--- config.mk ---
export PLATFORM = sky130hd
export DESIGN_NAME = pmbmr_regs
export DESIGN_NICKNAME = d
export VERILOG_FILES = /design/src/rtl/pmbmr_pkg.sv /design/src/rtl/pmbmr_nvm.sv /design/src/rtl/pmbmr_regs.sv
export SDC_FILE = /design/constraint.sdc
export NUM_CORES = 1
export LEC_CHECK = 0
export BUFFER_PORTS_ARGS = -buffer_cell sky130_fd_sc_hd__buf_2
export CORE_UTILIZATION = 45
export CTS_CLUSTER_DIAMETER = 120
export DETAILED_ROUTE_END_ITERATION = 10
export GPL_TIMING_DRIVEN = 1
export PLACE_DENSITY = 0.63
export SLEW_MARGIN = 20
export SYNTH_ARGS = -nofsm -noshare
export SYNTH_HDL_FRONTEND = slang
export SYNTH_SLANG_ARGS = --single-unit
--- constraint.sdc ---
create_clock -name mclk -period 8.2 [get_ports mclk]
set_clock_uncertainty 0.2 [all_clocks]
set_input_delay 0.41 -clock mclk [delete_from_list [all_inputs] [get_ports mclk]]
set_output_delay 0.41 -clock mclk [all_outputs]
set_load 0.01 [all_outputs]
--- src/rtl/pmbmr_pkg.sv ---
// constants and types for the margin, scale, frequency and turn-on registers
package pmbmr_pkg;

  ////////////////////////////////////////////////////////////////////////////
  // command codes and storage slots
  localparam int         NUM_REGS  = 5;
  localparam logic [7:0] CODE_MH    = 8'h25;
  localparam logic [7:0] CODE_ML    = 8'h26;
  localparam logic [7:0] CODE_SCALE = 8'h29;
  localparam logic [7:0] CODE_FREQ  = 8'h33;
  localparam logic [7:0] CODE_VIN   = 8'h35;
  localparam logic [2:0] IDX_MH     = 3'h0;
  localparam logic [2:0] IDX_ML     = 3'h1;
  localparam logic [2:0] IDX_SCALE  = 3'h2;
  localparam logic [2:0] IDX_FREQ   = 3'h3;
  localparam logic [2:0] IDX_VIN    = 3'h4;
  localparam logic [2:0] IDX_LAST   = 3'h4;

  ////////////////////////////////////////////////////////////////////////////
  // fixed fields and reset values
  localparam logic [15:0] MH_RESET         = 16'h0547;
  localparam logic [15:0] ML_RESET         = 16'h0451;
  localparam logic [4:0]  SCALE_EXP        = 5'h17;
  localparam logic [10:0] SCALE_MANT_RESET = 11'h100;
  localparam logic [10:0] SCALE_MANT_MAX   = 11'h200;
  localparam logic [4:0]  FREQ_EXP         = 5'h05;
  localparam logic [5:0]  FREQ_MANT_RESET  = 6'h13;
  localparam logic [4:0]  VIN_EXP          = 5'h1e;
  localparam logic [6:0]  VIN_MANT_RESET   = 7'h0b;
  localparam logic [6:0]  VIN_MANT_MIN     = 7'h0b;
  localparam logic [6:0]  VIN_MANT_MAX     = 7'h48;
  localparam logic [15:0] SCALE_RESET = {SCALE_EXP, SCALE_MANT_RESET};
  localparam logic [15:0] FREQ_RESET  = {FREQ_EXP, 5'h00, FREQ_MANT_RESET};
  localparam logic [15:0] VIN_RESET   = {VIN_EXP, 4'h0, VIN_MANT_RESET};
  localparam logic [79:0] NVM_INIT    = {VIN_RESET, FREQ_RESET, SCALE_RESET,
                                         ML_RESET, MH_RESET};

  ////////////////////////////////////////////////////////////////////////////
  // loop reference in units of 2^-19 volt: nominal, +25 % and -25 %
  localparam logic [19:0] REF_NOM = 20'h4cccd;
  localparam logic [19:0] REF_HI  = 20'h60000;
  localparam logic [19:0] REF_LO  = 20'h3999a;

  // supported switching rates as mantissas of 32 kHz, rounded up
  localparam int         FREQ_STEPS = 14;
  localparam logic [5:0] FREQ_STEP [0:13] = '{
    6'h07, 6'h0a, 6'h0d, 6'h10, 6'h13, 6'h16, 6'h19,
    6'h1d, 6'h20, 6'h26, 6'h2c, 6'h32, 6'h39, 6'h3c};

  ////////////////////////////////////////////////////////////////////////////
  // types
  typedef enum logic [2:0] {
    ST_IDLE  = 3'b000,
    ST_MULT  = 3'b001,
    ST_CHECK = 3'b011,
    ST_STORE = 3'b010,
    ST_RREAD = 3'b110,
    ST_RLOAD = 3'b111
  } pmbmr_state_t;

  typedef enum logic [1:0] {
    MODE_NOM  = 2'b00,
    MODE_LOW  = 2'b01,
    MODE_HIGH = 2'b10
  } pmbmr_mode_t;

  typedef enum logic [1:0] {
    NVM_STORE_ALL   = 2'b00,
    NVM_STORE_ONE   = 2'b01,
    NVM_RESTORE_ALL = 2'b10,
    NVM_RESTORE_ONE = 2'b11
  } pmbmr_nvm_op_t;

  typedef struct packed {
    logic        write;
    logic [7:0]  code;
    logic [15:0] wdata;
  } pmbmr_cmd_t;

  typedef struct packed {
    pmbmr_state_t st;
    logic [2:0]   walk;
    logic         walk_all;
    logic [14:0]  mh;
    logic [14:0]  ml;
    logic [10:0]  scale;
    logic [5:0]   freq;
    logic [6:0]   vin;
    pmbmr_mode_t  mode;
    logic [16:0]  sum;
    logic [28:0]  prod;
    logic [19:0]  ref_cmd;
    logic [16:0]  vout_cmd;
    logic         cml;
    logic         ivd;
    logic         alert_n;
    logic         ready;
    logic         rsp_valid;
    logic         rsp_ack;
    logic [15:0]  rsp_data;
  } pmbmr_regs_t;

endpackage

--- src/rtl/pmbmr_nvm.sv ---
// small default store for the five registers, registered read data
module pmbmr_nvm
  import pmbmr_pkg::*;
#(
  parameter int                      WIDTH = 16,
  parameter int                      DEPTH = NUM_REGS,
  parameter logic [WIDTH*DEPTH-1:0]  INIT  = NVM_INIT
) (
  // clock and reset
  input  wire logic              mclk,
  input  wire logic              reset,
  // write port
  input  wire logic              wr_en,
  input  wire logic [2:0]        wr_addr,
  input  wire logic [WIDTH-1:0]  wr_data,
  // read port
  input  wire logic              rd_en,
  input  wire logic [2:0]        rd_addr,
  output logic      [WIDTH-1:0]  rd_data
);

  // the address ports are three bits wide, so eight slots at most
  if (DEPTH < 1 || DEPTH > 8 || WIDTH < 1) begin : g_bad_size
    $error("pmbmr_nvm: depth must be 1 to 8 and width at least 1");
  end

  typedef struct packed {
    logic [DEPTH-1:0][WIDTH-1:0] mem;
    logic [WIDTH-1:0]            rd_data;
  } pmbmr_nvm_regs_t;

  pmbmr_nvm_regs_t r;
  pmbmr_nvm_regs_t next_r;

  ////////////////////////////////////////////////////////////////////////////
  // out-of-range addresses are dropped on write and read as zero
  always_comb begin
    next_r = r;
    if (wr_en && int'(wr_addr) < DEPTH) begin
      next_r.mem[wr_addr] = wr_data;
    end
    if (rd_en) begin
      next_r.rd_data = (int'(rd_addr) < DEPTH) ? r.mem[rd_addr] : '0;
    end
  end

  // reset stands in for power-up: the slots come up holding the defaults
  always_ff @(posedge mclk) begin
    if (reset) begin
      r <= {INIT, {WIDTH{1'b0}}};
    end else begin
      r <= next_r;
    end
  end

  assign rd_data = r.rd_data;

endmodule

--- src/rtl/pmbmr_regs.sv ---
// margin, loop scale, switching rate and turn-on threshold command registers
//
// Notes on behaviour
// - margin-high output is (margin-high + trim) times 2^-10.
// - margin writes are stored unchecked; checking waits for a margin request.
// - margin target beyond +/-25 % of nominal sets cml and invalid-data.
// - out-of-range margin target clamps ref_cmd to the limit on its side; vout_cmd keeps the unclamped target.
// - margin-high resets to 0x547; sign bit reads as fixed.
// - margin-low resets to 0x451; target is (margin-low + trim) times 2^-10.
// - loop scale exponent is fixed at -9; only the mantissa is writable.
// - loop scale mantissa defaults to 256 and never exceeds 512.
// - margin output-voltage computations use the current loop scale; nominal loads REF_NOM.
// - in-range rate writes round up to the next supported step.
// - fourteen rates from 200 kHz to 1.9 MHz, 600 kHz default.
// - rate exponent fixed at 5, upper mantissa zero, low six bits default 19.
// - turn-on writes map to nearest of 2.75 V, 3.00 to 18.00 V.
// - out-of-range turn-on write keeps old value, sets cml and invalid-data.
// - turn-on must exceed turn-off; violating writes rejected with alert.
// - turn-on exponent fixed at -2, upper four mantissa zero, default 11.
// - all five registers can be stored to the default store.
module pmbmr_regs
  import pmbmr_pkg::*;
(
  // clock and reset
  input  wire logic          mclk,
  input  wire logic          reset,
  // command access: one request per cycle while ready
  input  wire logic          cmd_valid,
  input  wire pmbmr_cmd_t    cmd,
  output logic               cmd_ready,
  output logic               rsp_valid,
  output logic               rsp_ack,
  output logic [15:0]        rsp_data,
  // operation state request and loop inputs
  input  wire logic          op_valid,
  input  wire pmbmr_mode_t   op_mode,
  input  wire logic [15:0]   trim,
  input  wire logic [6:0]    vin_off,
  // default store requests
  input  wire logic          nvm_valid,
  input  wire pmbmr_nvm_op_t nvm_op,
  input  wire logic [7:0]    nvm_code,
  // status handling
  input  wire logic          clear_faults,
  output logic               cml,
  output logic               ivd,
  output logic               smbalert_n,
  // settings seen by the power stage
  output logic [19:0]        ref_cmd,
  output logic [16:0]        vout_cmd,
  output logic [10:0]        scale_mant,
  output logic [5:0]         freq_mant,
  output logic [6:0]         input_start_threshold_mant
);

  ////////////////////////////////////////////////////////////////////////////
  // functions

  // command code to storage slot, top bit flags a supported code
  function automatic logic [3:0] code_slot(input logic [7:0] code);
    case (code)
      CODE_MH:    code_slot = {1'b1, IDX_MH};
      CODE_ML:    code_slot = {1'b1, IDX_ML};
      CODE_SCALE: code_slot = {1'b1, IDX_SCALE};
      CODE_FREQ:  code_slot = {1'b1, IDX_FREQ};
      CODE_VIN:   code_slot = {1'b1, IDX_VIN};
      default:    code_slot = 4'h0;
    endcase
  endfunction

  // read view: fixed exponents and zero fields come from constants
  function automatic logic [15:0] read_view(input pmbmr_regs_t s,
                                            input logic [2:0]  idx);
    case (idx)
      IDX_MH:    read_view = {1'b0, s.mh};
      IDX_ML:    read_view = {1'b0, s.ml};
      IDX_SCALE: read_view = {SCALE_EXP, s.scale};
      IDX_FREQ:  read_view = {FREQ_EXP, 5'h00, s.freq};
      IDX_VIN:   read_view = {VIN_EXP, 4'h0, s.vin};
      default:   read_view = 16'h0000;
    endcase
  endfunction

  // smallest supported rate at or above the request, top step beyond
  function automatic logic [5:0] freq_round(input logic [5:0] m);
    freq_round = FREQ_STEP[FREQ_STEPS-1];
    for (int i = FREQ_STEPS - 1; i >= 0; i--) begin
      if (m <= FREQ_STEP[i]) begin
        freq_round = FREQ_STEP[i];
      end
    end
  endfunction

  // quarter-volt code to 2.75 V or a half-volt step; ties round up
  function automatic logic [6:0] vin_map(input logic [6:0] m);
    if (!m[0] || m == VIN_MANT_MIN) begin
      vin_map = m;
    end else begin
      vin_map = m + 7'h01;
    end
  endfunction

  function automatic logic in_scale_range(input logic [10:0] m);
    in_scale_range = (m != 11'h000) && (m <= SCALE_MANT_MAX);
  endfunction

  ////////////////////////////////////////////////////////////////////////////
  // state and default store

  localparam pmbmr_regs_t REGS_RESET = '{
    st: ST_IDLE, walk: 3'h0, walk_all: 1'b0,
    mh: MH_RESET[14:0], ml: ML_RESET[14:0],
    scale: SCALE_MANT_RESET, freq: FREQ_MANT_RESET, vin: VIN_MANT_RESET,
    mode: MODE_NOM, sum: 17'h00000, prod: 29'h00000000,
    ref_cmd: REF_NOM, vout_cmd: 17'h00000,
    cml: 1'b0, ivd: 1'b0, alert_n: 1'b1, ready: 1'b1,
    rsp_valid: 1'b0, rsp_ack: 1'b0, rsp_data: 16'h0000};

  pmbmr_regs_t r;
  pmbmr_regs_t next_r;
  logic        mem_we;
  logic [2:0]  mem_wa;
  logic [15:0] mem_wd;
  logic        mem_re;
  logic [2:0]  mem_ra;
  logic [15:0] mem_rd;

  pmbmr_nvm #(
    .WIDTH (16),
    .DEPTH (NUM_REGS),
    .INIT  (NVM_INIT)
  ) u_nvm (
    .mclk    (mclk),
    .reset   (reset),
    .wr_en   (mem_we),
    .wr_addr (mem_wa),
    .wr_data (mem_wd),
    .rd_en   (mem_re),
    .rd_addr (mem_ra),
    .rd_data (mem_rd)
  );

  ////////////////////////////////////////////////////////////////////////////
  // next state: at most one request is taken per idle cycle,
  // command first, then operation, then default store
  always_comb begin
    logic [3:0]  slot;
    logic [3:0]  nslot;
    logic [6:0]  vmap;
    logic [14:0] sel;
    logic        err;
    slot   = code_slot(cmd.code);
    nslot  = code_slot(nvm_code);
    vmap   = vin_map(cmd.wdata[6:0]);
    sel    = (op_mode == MODE_HIGH) ? r.mh : r.ml;
    err    = 1'b0;
    next_r = r;
    next_r.rsp_valid = 1'b0;
    next_r.rsp_ack   = 1'b0;
    mem_we = 1'b0;
    mem_wa = r.walk;
    mem_wd = read_view(r, r.walk);
    mem_re = 1'b0;
    mem_ra = r.walk;
    case (r.st)
      ST_IDLE: begin
        if (cmd_valid) begin
          next_r.rsp_valid = 1'b1;
          next_r.rsp_ack   = slot[3];
          next_r.rsp_data  = (slot[3] && !cmd.write) ?
                             read_view(r, slot[2:0]) : 16'h0000;
          if (cmd.write && slot[3]) begin
            case (slot[2:0])
              IDX_MH: next_r.mh = cmd.wdata[14:0];
              IDX_ML: next_r.ml = cmd.wdata[14:0];
              IDX_SCALE: begin
                if (in_scale_range(cmd.wdata[10:0])) begin
                  next_r.scale = cmd.wdata[10:0];
                end else begin
                  err = 1'b1;
                end
              end
              IDX_FREQ: next_r.freq = freq_round(cmd.wdata[5:0]);
              IDX_VIN: begin
                if (cmd.wdata[10:7] != 4'h0 ||
                    cmd.wdata[6:0] < VIN_MANT_MIN ||
                    cmd.wdata[6:0] > VIN_MANT_MAX) begin
                  err = 1'b1;
                end else if (vmap <= vin_off) begin
                  err = 1'b1;
                end else begin
                  next_r.vin = vmap;
                end
              end
              default: ;
            endcase
          end
        end else if (op_valid) begin
          next_r.mode = op_mode;
          if (op_mode == MODE_HIGH || op_mode == MODE_LOW) begin
            // target code = stored margin + sign-extended trim
            next_r.sum = {2'b00, sel} + {trim[15], trim};
            next_r.st  = ST_MULT;
          end else begin
            next_r.ref_cmd  = REF_NOM;
            next_r.vout_cmd = 17'h00000;
          end
        end else if (nvm_valid) begin
          next_r.walk_all = (nvm_op == NVM_STORE_ALL) ||
                            (nvm_op == NVM_RESTORE_ALL);
          next_r.walk     = next_r.walk_all ? 3'h0 : nslot[2:0];
          // single-code requests to unknown codes are dropped
          if (next_r.walk_all || nslot[3]) begin
            next_r.st = (nvm_op == NVM_STORE_ALL ||
                         nvm_op == NVM_STORE_ONE) ? ST_STORE : ST_RREAD;
          end
        end
      end
      ST_MULT: begin
        // feedback-side voltage: scale the target by the loop scale instead of dividing the limits
        next_r.prod = 29'($signed(r.sum) * $signed({1'b0, r.scale}));
        next_r.st   = ST_CHECK;
      end
      ST_CHECK: begin
        next_r.vout_cmd = r.sum;
        if ($signed(r.prod) > $signed({9'h000, REF_HI})) begin
          next_r.ref_cmd = REF_HI;
          err = 1'b1;
        end else if ($signed(r.prod) < $signed({9'h000, REF_LO})) begin
          next_r.ref_cmd = REF_LO;
          err = 1'b1;
        end else begin
          next_r.ref_cmd = r.prod[19:0];
        end
        next_r.st = ST_IDLE;
      end
      ST_STORE: begin
        mem_we = 1'b1;
        if (r.walk_all && r.walk != IDX_LAST) begin
          next_r.walk = r.walk + 3'h1;
        end else begin
          next_r.st = ST_IDLE;
        end
      end
      ST_RREAD: begin
        mem_re    = 1'b1;
        next_r.st = ST_RLOAD;
      end
      ST_RLOAD: begin
        // stored words went through the write checks once already
        case (r.walk)
          IDX_MH:    next_r.mh    = mem_rd[14:0];
          IDX_ML:    next_r.ml    = mem_rd[14:0];
          IDX_SCALE: next_r.scale = mem_rd[10:0];
          IDX_FREQ:  next_r.freq  = mem_rd[5:0];
          IDX_VIN:   next_r.vin   = mem_rd[6:0];
          default: ;
        endcase
        if (r.walk_all && r.walk != IDX_LAST) begin
          next_r.walk = r.walk + 3'h1;
          next_r.st   = ST_RREAD;
        end else begin
          next_r.st = ST_IDLE;
        end
      end
      default: next_r.st = ST_IDLE;
    endcase
    // a new error in the clearing cycle wins over the clear
    next_r.cml   = (r.cml && !clear_faults) || err;
    next_r.ivd   = (r.ivd && !clear_faults) || err;
    next_r.alert_n = !((!r.alert_n && !clear_faults) || err);
    next_r.ready = (next_r.st == ST_IDLE);
  end

  always_ff @(posedge mclk) begin
    if (reset) begin
      r <= REGS_RESET;
    end else begin
      r <= next_r;
    end
  end

  ////////////////////////////////////////////////////////////////////////////
  // outputs straight from the state register
  assign cmd_ready   = r.ready;
  assign rsp_valid   = r.rsp_valid;
  assign rsp_ack     = r.rsp_ack;
  assign rsp_data    = r.rsp_data;
  assign cml         = r.cml;
  assign ivd         = r.ivd;
  assign smbalert_n  = r.alert_n;
  assign ref_cmd     = r.ref_cmd;
  assign vout_cmd    = r.vout_cmd;
  assign scale_mant  = r.scale;
  assign freq_mant   = r.freq;
  assign input_start_threshold_mant = r.vin;

  logic        cmd_take;
  logic        op_take;
  logic [16:0] hi_sum;
  logic [28:0] prod_now;
  logic        vin_bad;
  assign cmd_take = cmd_valid && r.ready;
  assign op_take  = op_valid && !cmd_valid && r.ready;
  assign hi_sum   = {2'b00, r.mh} + {trim[15], trim};
  assign prod_now = 29'($signed(r.sum) * $signed({1'b0, r.scale}));
  assign vin_bad  = cmd.wdata[6:0] < VIN_MANT_MIN ||
                    cmd.wdata[6:0] > VIN_MANT_MAX || cmd.wdata[10:7] != 4'h0;
endmodule

==> results of run 1 <==
==> cells by family after synthesis <==
| group | synth area share, % |
|---|---|
| multiplexers | 3.42 |
| AND/OR/NAND/NOR | 17.7 |
| AO/OA/AOI/OAI | 17.7 |
| XOR/XNOR | 1.54 |
| buffers and inverters | 10.8 |
| flip-flops | 25.7 |
| adder cells (fa/ha/maj) | 23.2 |
==> cell usage in the layout (no fill, tap or decap), types with 33 or more instances in the layout <==
cell type / netlist / final
a211oi_1: 68 / 68
a21oi_1: 138 / 138
a22oi_1: 52 / 52
and2_1: 66 / 66
buf_2: 10 / 146
clkbuf_16: 0 / 34
dfxtp_1: 256 / 255
fa_1: 171 / 171
ha_1: 96 / 96
inv_1: 263 / 262
mux2i_1: 48 / 48
nand2_1: 346 / 346
nand3_1: 36 / 36
nor2_1: 210 / 210
o211ai_1: 33 / 33
o21ai_0: 70 / 70
==> final timing paths <==
path / start / to / slack, ns / cells past startpoint
min: nvm_op[1] / r[167]$_SDFF_PP0_ / 0.02 / 3
max reg2reg: scale_mant[3]$_SDFFE_PP0P_ / r[87]$_SDFFE_PP0P_ / 1.73 / 18
max: scale_mant[3]$_SDFFE_PP0P_ / r[87]$_SDFFE_PP0P_ / 1.73 / 18
min reg2reg: ref_cmd[12]$_SDFFE_PP0P_ / ref_cmd[12]$_SDFFE_PP0P_ / 0.25 / 2
==> worst max-delay path, cell delays in order, from the launching register on <==
cell     delay (ns)
dfxtp_1        1.01
nand2_1        0.32
fa_1           0.67
inv_1          0.16
fa_1           0.58
fa_1           0.44
fa_1           0.54
inv_1          0.06
fa_1           0.52
inv_1          0.04
ha_1           0.34
and3_1         0.22
nand3_1        0.10
nor3b_1        0.15
a21oi_1        0.22
nand3_1        0.12
a21oi_1        0.29
nor2_1         0.11
nor4_1         0.26
==> cell type report <==
type	instances	area share, %
Clock buffer	47	4.36
Clock inverter	11	0.650
Inverter	265	4.61
Multi-Input combinational cell	1680	59.0
Sequential cell	256	23.8
Tap cell	585	3.40
Timing Repair Buffer	169	4.23
==> metal layers <==
metal / vias up / share of wire (%) / GRT usage (%) / routed length [um]
met5: - / 0.022 / 0 / 13
met4: 2 / 4.7 / 12.4 / 2740
met3: 144 / 6.9 / 4.73 / 3990
met2: 630 / 49 / 45.2 / 28300
met1: 8313 / 40 / 32.4 / 23100
li1: 8042 / - / - / -
==> metrics by stage <==
step	total power, mW	hold WS [ns]
2_1_floorplan	1.53	0.226
3_3_place_gp	1.63	0.234
3_5_place_dp	1.64	0.242
4_1_cts	3.08	0.000864
5_1_grt	3.17	0.00592
6_report	3.06	0.0226
==> flip-flops by register name, indices dropped and copies added, names as in the netlist <==
register / cells
input_start_threshold_mant: 7
rsp_valid: 1
smbalert_n: 1
ivd: 1
cml: 1
mem_ra: 3
vout_cmd: 17
u_nvm.rd_data: 15
rsp_ack: 1
u_nvm.r: 75
rsp_data: 16
ref_cmd: 20
cmd_ready: 1
r: 80
freq_mant: 6
scale_mant: 11
==> power breakdown <==
part | switching [mW] | internal, mW | leakage [nW]
sequential | 0.0298 | 1.26 | 2.07
combinational | 0.221 | 0.109 | 7.03
clock | 0.592 | 0.846 | 0.520
total | 0.843 | 2.21 | 9.61
==> summary.txt, run 1 <==
Cells and area
  – Register area: 5130 sq um
  – Synthesis-to-layout area growth: 7.99%
  – Post-layout net count: 2,739
  – Filler cells: 4,230
  – Non-Filler Instances: 3,013
  – Multi-input logic area: 12,700 sq um
  – Ant diodes: 0
  – Post-route cell area: 21,600 sq um
  – Util after Layout: 49.6%
  – Layout cells sized above 1: 10.9%

Logic synthesis
  – Synth Area per Inst: 8.23 sq um
  – Synth top area share: 25.7%
  – Commonest cells in the netlist: nand2_1 (346), inv_1 (263), dfxtp_1 (256), nor2_1 (210), fa_1 (171)
  – Dominant cell type by area after synthesis: dfxtp_1
  – FF+latch count, synth: 256
  – Post-synthesis instance total: 2,425
  – Sequential-to-total area share from yosys stat: 25.7%
  – Top FF cell, synth: dfxtp_1
  – Syn nets: 2,758
  – Synth Cell Area: 20,000 sq um
  – Most numerous cell in the Yosys netlist: nand2_1
  – Syn. warnings: 0
  – Top cells by area, synth: dfxtp_1 (26%), fa_1 (17%), nand2_1 (6.5%)
  – Async set-reset flop share out of synthesis: 0%
  – Distinct cells, synth: 87
  – Post-synth EDFFs: 0

Drt
  – 1st-iter DRT viols: 1,459
  – Avg Vias per Cell: 5.69
  – DRC: 0
  – Detail Route Antenna Nets: 0
  – DRT Wirelength: 58,100 um
  – Pre-antenna DRT Iters: 6
  – Vias: 17,100
  – Wire per inst: 19.3 um

Critical path
  – Worst EP arrival: 6.70 ns
  – Crit-path max FO: 21
  – Critical Path RT: 8.43 ns
  – Startpoint Class: register
  – Crit. End Element: register
  – Critical path class: register to register

Clocking
  – CTS Buf Count: 34
  – CTS tree: yes
  – Max Root-Sink Buffers: 3
  – Post-CTS Resized: 0
  – Post-CTS setup buffer count: 0
  – Worst skew pair latency: 0.56 ns
  – Clk sinks: 256
  – Root buffer cell: clkbuf_16
  – H-tree levels: 2
  – CTS Hold Bufs: 2
  – Clk pin slew, worst setup/hold paths: 0.06 ns

Timing
  – Worst-Margin Slew: 1.09 ns
  – Fmax: 155 MHz
  – Setup tns final: 0 ns
  – Relative slew margins: 27.4%
  – Slew Viols, Final: 0
  – Fin crit period: 6.47 ns
  – Final Hold Viols: 0
  – Period utilization: 78.9%
  – Worst Slack Setup Final: 1.73 ns
  – Setup violators final: 0
  – RSZ-0062 raised after global routing: no

Min path
  – Worst Hold Class: input port to register

Power and ir drop
  – LEAKAGE: 9.61 nW
  – Power Density: 142 nW/um^2
  – Worst vdd ir: 0.000129 V

Placed design
  – Dpl cell area: 20,500 sq um
  – GPL Wtd Cong: 0.941
  – Placed Cells incl. Taps: 2,953
  – Port bufs: 147
  – DP Worst Slack: 1.85 ns
  – Final HPWL DP: 43,700 um

GRT
  – Antenna violations before repair: 3
  – Total gr overflow: 0
  – First-pass GRT wire length: 93,100 um
  – GR Util All Layers: 26.5%
  – Vias in the first global route: 17,200
  – Largest net degree at the start of global routing: 126

Die
  – Full die area: 45,200 sq um
  – Die height: 213 um
  – Cell row count: 76
  – DIE WIDTH: 213 um
  – CORE AREA: 43,500 sq um
  – Ports: 149
  – Initial Utilization: 45.9%

Job
  – Max-cap viol count: 0

Status
  – Status: completed
(Power assumes the default switching activity.)
==> run 2, diff against run 1 <==
- ABC_AREA: not set -> 1
- PLACE_DENSITY: 0.63 -> 0.65
- clock period: 8.2 -> 5.7 ns (I/O delays scaled with it)
==> run 2 against run 1 <==
Compared with the run above: largest power group is now registers; die area grew 3.0%; worst setup slack got worse by 1.5 ns; hold slack got worse by 0.010 ns; power is 59% higher.
==> summary.txt, run 2 <==
Logic synthesis
  – Post-synth EDFFs: 0
  – Post-synthesis instance total: 2,859
  – Top cells by area, synth: dfxtp_1 (25%), fa_1 (17%), nand2_1 (12%)
  – Synth Cell Area: 20,600 sq um
  – Syn nets: 3,192
  – Sequential-to-total area share from yosys stat: 24.9%
  – Async set-reset flop share out of synthesis: 0%
  – Syn. warnings: 0
  – Synth top area share: 24.9%
  – Synth Area per Inst: 7.19 sq um
  – Top FF cell, synth: dfxtp_1
  – Most numerous cell in the Yosys netlist: nand2_1
  – Commonest cells in the netlist: nand2_1 (641), inv_1 (518), a21oi_1 (275), dfxtp_1 (256), o21ai_0 (204)
  – Dominant cell type by area after synthesis: dfxtp_1
  – FF+latch count, synth: 256
  – Distinct cells, synth: 56

Clocking
  – Worst skew pair latency: 0.59 ns
  – Clk sinks: 256
  – CTS tree: yes
  – Clk pin slew, worst setup/hold paths: 0.06 ns
  – H-tree levels: 1
  – Max Root-Sink Buffers: 3
  – Root buffer cell: clkbuf_16
  – CTS Buf Count: 29

Placed design
  – GPL Wtd Cong: 0.950
  – Placed Cells incl. Taps: 3,467
  – DP Worst Slack: 0.113 ns
  – Port bufs: 147
  – Final HPWL DP: 48,400 um
  – Dpl cell area: 21,500 sq um

Timing
  – Setup violators final: 0
  – RSZ-0062 raised after global routing: yes
  – Worst Slack Setup Final: 0.249 ns
  – Fin crit period: 5.45 ns
  – Setup tns final: 0 ns
  – Worst-Margin Slew: 1.09 ns
  – Fin Hold WS: 0.0126 ns
  – Fmax: 183 MHz
  – Relative slew margins: 27.2%
  – Final Hold Viols: 0
  – Slew Viols, Final: 0
  – Period utilization: 95.6%

Cells and area
  – Register area: 5140 sq um
  – Multi-input logic area: 12,300 sq um
  – Biggest register: r
  – Post-route cell area: 22,700 sq um
  – Filler cells: 4,387
  – Ant diodes: 0
  – Non-Filler Instances: 3,530
  – Most frequent cells in the layout: nand2_1 (641), inv_1 (517), a21oi_1 (275), dfxtp_1 (240), o21ai_0 (204)
  – Most common cell after layout, fill and taps aside: nand2_1
  – Util after Layout: 50.8%
  – Layout cells sized above 1: 11.4%
  – Max reg flops: 80
  – Post-layout net count: 3,251
  – Synthesis-to-layout area growth: 10.2%

GRT
  – Largest net degree at the start of global routing: 71
  – First-pass GRT wire length: 100,000 um
  – Antenna violations before repair: 0
  – Vias in the first global route: 18,700
  – GR Util All Layers: 27.1%
  – Total gr overflow: 0

Power and ir drop
  – LEAKAGE: 11.4 nW
  – Power Density: 215 nW/um^2
  – Total power: 4.88 mW
  – Worst vdd ir: 0.000289 V

Drt
  – DRC: 0
  – Vias: 18,900
  – Wire per inst: 17.9 um
  – Detail Route Antenna Nets: 0
  – 1st-iter DRT viols: 1,559
  – DRT Wirelength: 63,000 um
  – Pre-antenna DRT Iters: 6
  – Avg Vias per Cell: 5.35

Critical path
  – Worst path bufs/invs: 5
  – R2R depth: 19
  – Critical Path RT: 6.03 ns
  – Critical path class: register to register
  – Family with the most delay on the worst path: adder cells
  – Crit. End Element: register
  – Crit-path slowest cell: dfxtp_1
  – Crit-path cells: nand2_1, fa_1, fa_1, inv_1, fa_1, fa_1, inv_1, fa_1, inv_1, ha_1, nand2_1, nor2_1, inv_1, nor3_2, a21oi_1, or2_2, nand3_1, o211ai_1, inv_1
  – Worst EP arrival: 5.78 ns
  – Crit path largest cell delay: 0.63 ns
  – Crit path depth: 19
  – Startpoint Class: register
  – Crit-path max FO: 9

Min path
  – Worst Hold Class: input port to register
  – Worst hold stages: 4

Die
  – Full die area: 46,500 sq um
  – Initial Utilization: 46.1%
  – CORE AREA: 44,600 sq um
  – DIE WIDTH: 216 um
  – Cell row count: 77
  – Die height: 216 um
  – Ports: 149

Status
  – Status: completed

Job
  – Max-cap viol count: 0
run 2: changes by cell type in the layout (fill, tap and decap cells not counted), sizes merged, moves of 29 or more:
cell,change
nand4,+29
a21oi,+138
mux2i,-48
inv,+266
nor2,-65
o21ai,+148
and2,-67
a22oi,-38
a211oi,-63
nand2,+303
buf,+50
nand3,+50
run 2: final cells by class:
cell class	instances	area share (%)
clock buffers	44	3.81
clock inverters	7	0.503
inverters	534	8.86
multi-input cells	1870	54.5
flip-flops and latches	256	22.7
well taps	592	3.27
repair buffers	227	6.36
run 2: logic make-up (layout without fill, tap and decap cells):
logic type	count (synthesis)	after routing	share of synthesized area (%)
flops	256	256	24.9
xor+xnor	35	35	1.49
simple gates	963	963	19.9
fa+ha+maj	267	267	22.5
compound gates	605	605	16.1
buf+inv	733	812	15.1
run 2: worst paths after layout:
kind / start / to / slack, ns
max: r[99]$_SDFFE_PP0P_ / r[75]$_SDFFE_PP0P_ / 0.25
min: trim[1] / r[89]$_SDFFE_PP0P_ / 0.01
max reg2reg: r[99]$_SDFFE_PP0P_ / r[75]$_SDFFE_PP0P_ / 0.25
min reg2reg: u_nvm.r[90]$_SDFFE_PP0P_ / u_nvm.r[90]$_SDFFE_PP0P_ / 0.24
run 2: worst register-to-register path, stage by stage (launching register included):
cell,delay [ns]
dfxtp_1,0.63
nand2_1,0.15
fa_1,0.50
fa_1,0.52
inv_1,0.05
fa_1,0.47
fa_1,0.56
inv_1,0.06
fa_1,0.58
inv_1,0.06
ha_1,0.36
nand2_1,0.09
nor2_1,0.22
inv_1,0.13
nor3_2,0.20
a21oi_1,0.11
or2_2,0.28
nand3_1,0.07
o211ai_1,0.10
inv_1,0.07
run 2: what timing repair did:
action                     in CTS  in global routing
hold buffers                   10                  0
setup endpoints to repair       0                  7
setup buffers                   0                  1
hold endpoints to repair       26                  0
resized for setup               0                 23
run 2: where the power goes:
part           switching, mW  internal [mW]  total [mW]
clock network          0.789           1.14        1.93
logic                  0.702          0.308        1.01
registers             0.0812           1.86        1.94
run 2: routing by layer:
layer,global-route usage [%],up-vias,share of wire [%]
met3,2.62,144,5.7
met5,0,-,0
li1,-,9074,-
met2,48.0,644,50
met4,11.7,0,4.4
met1,33.4,9007,40
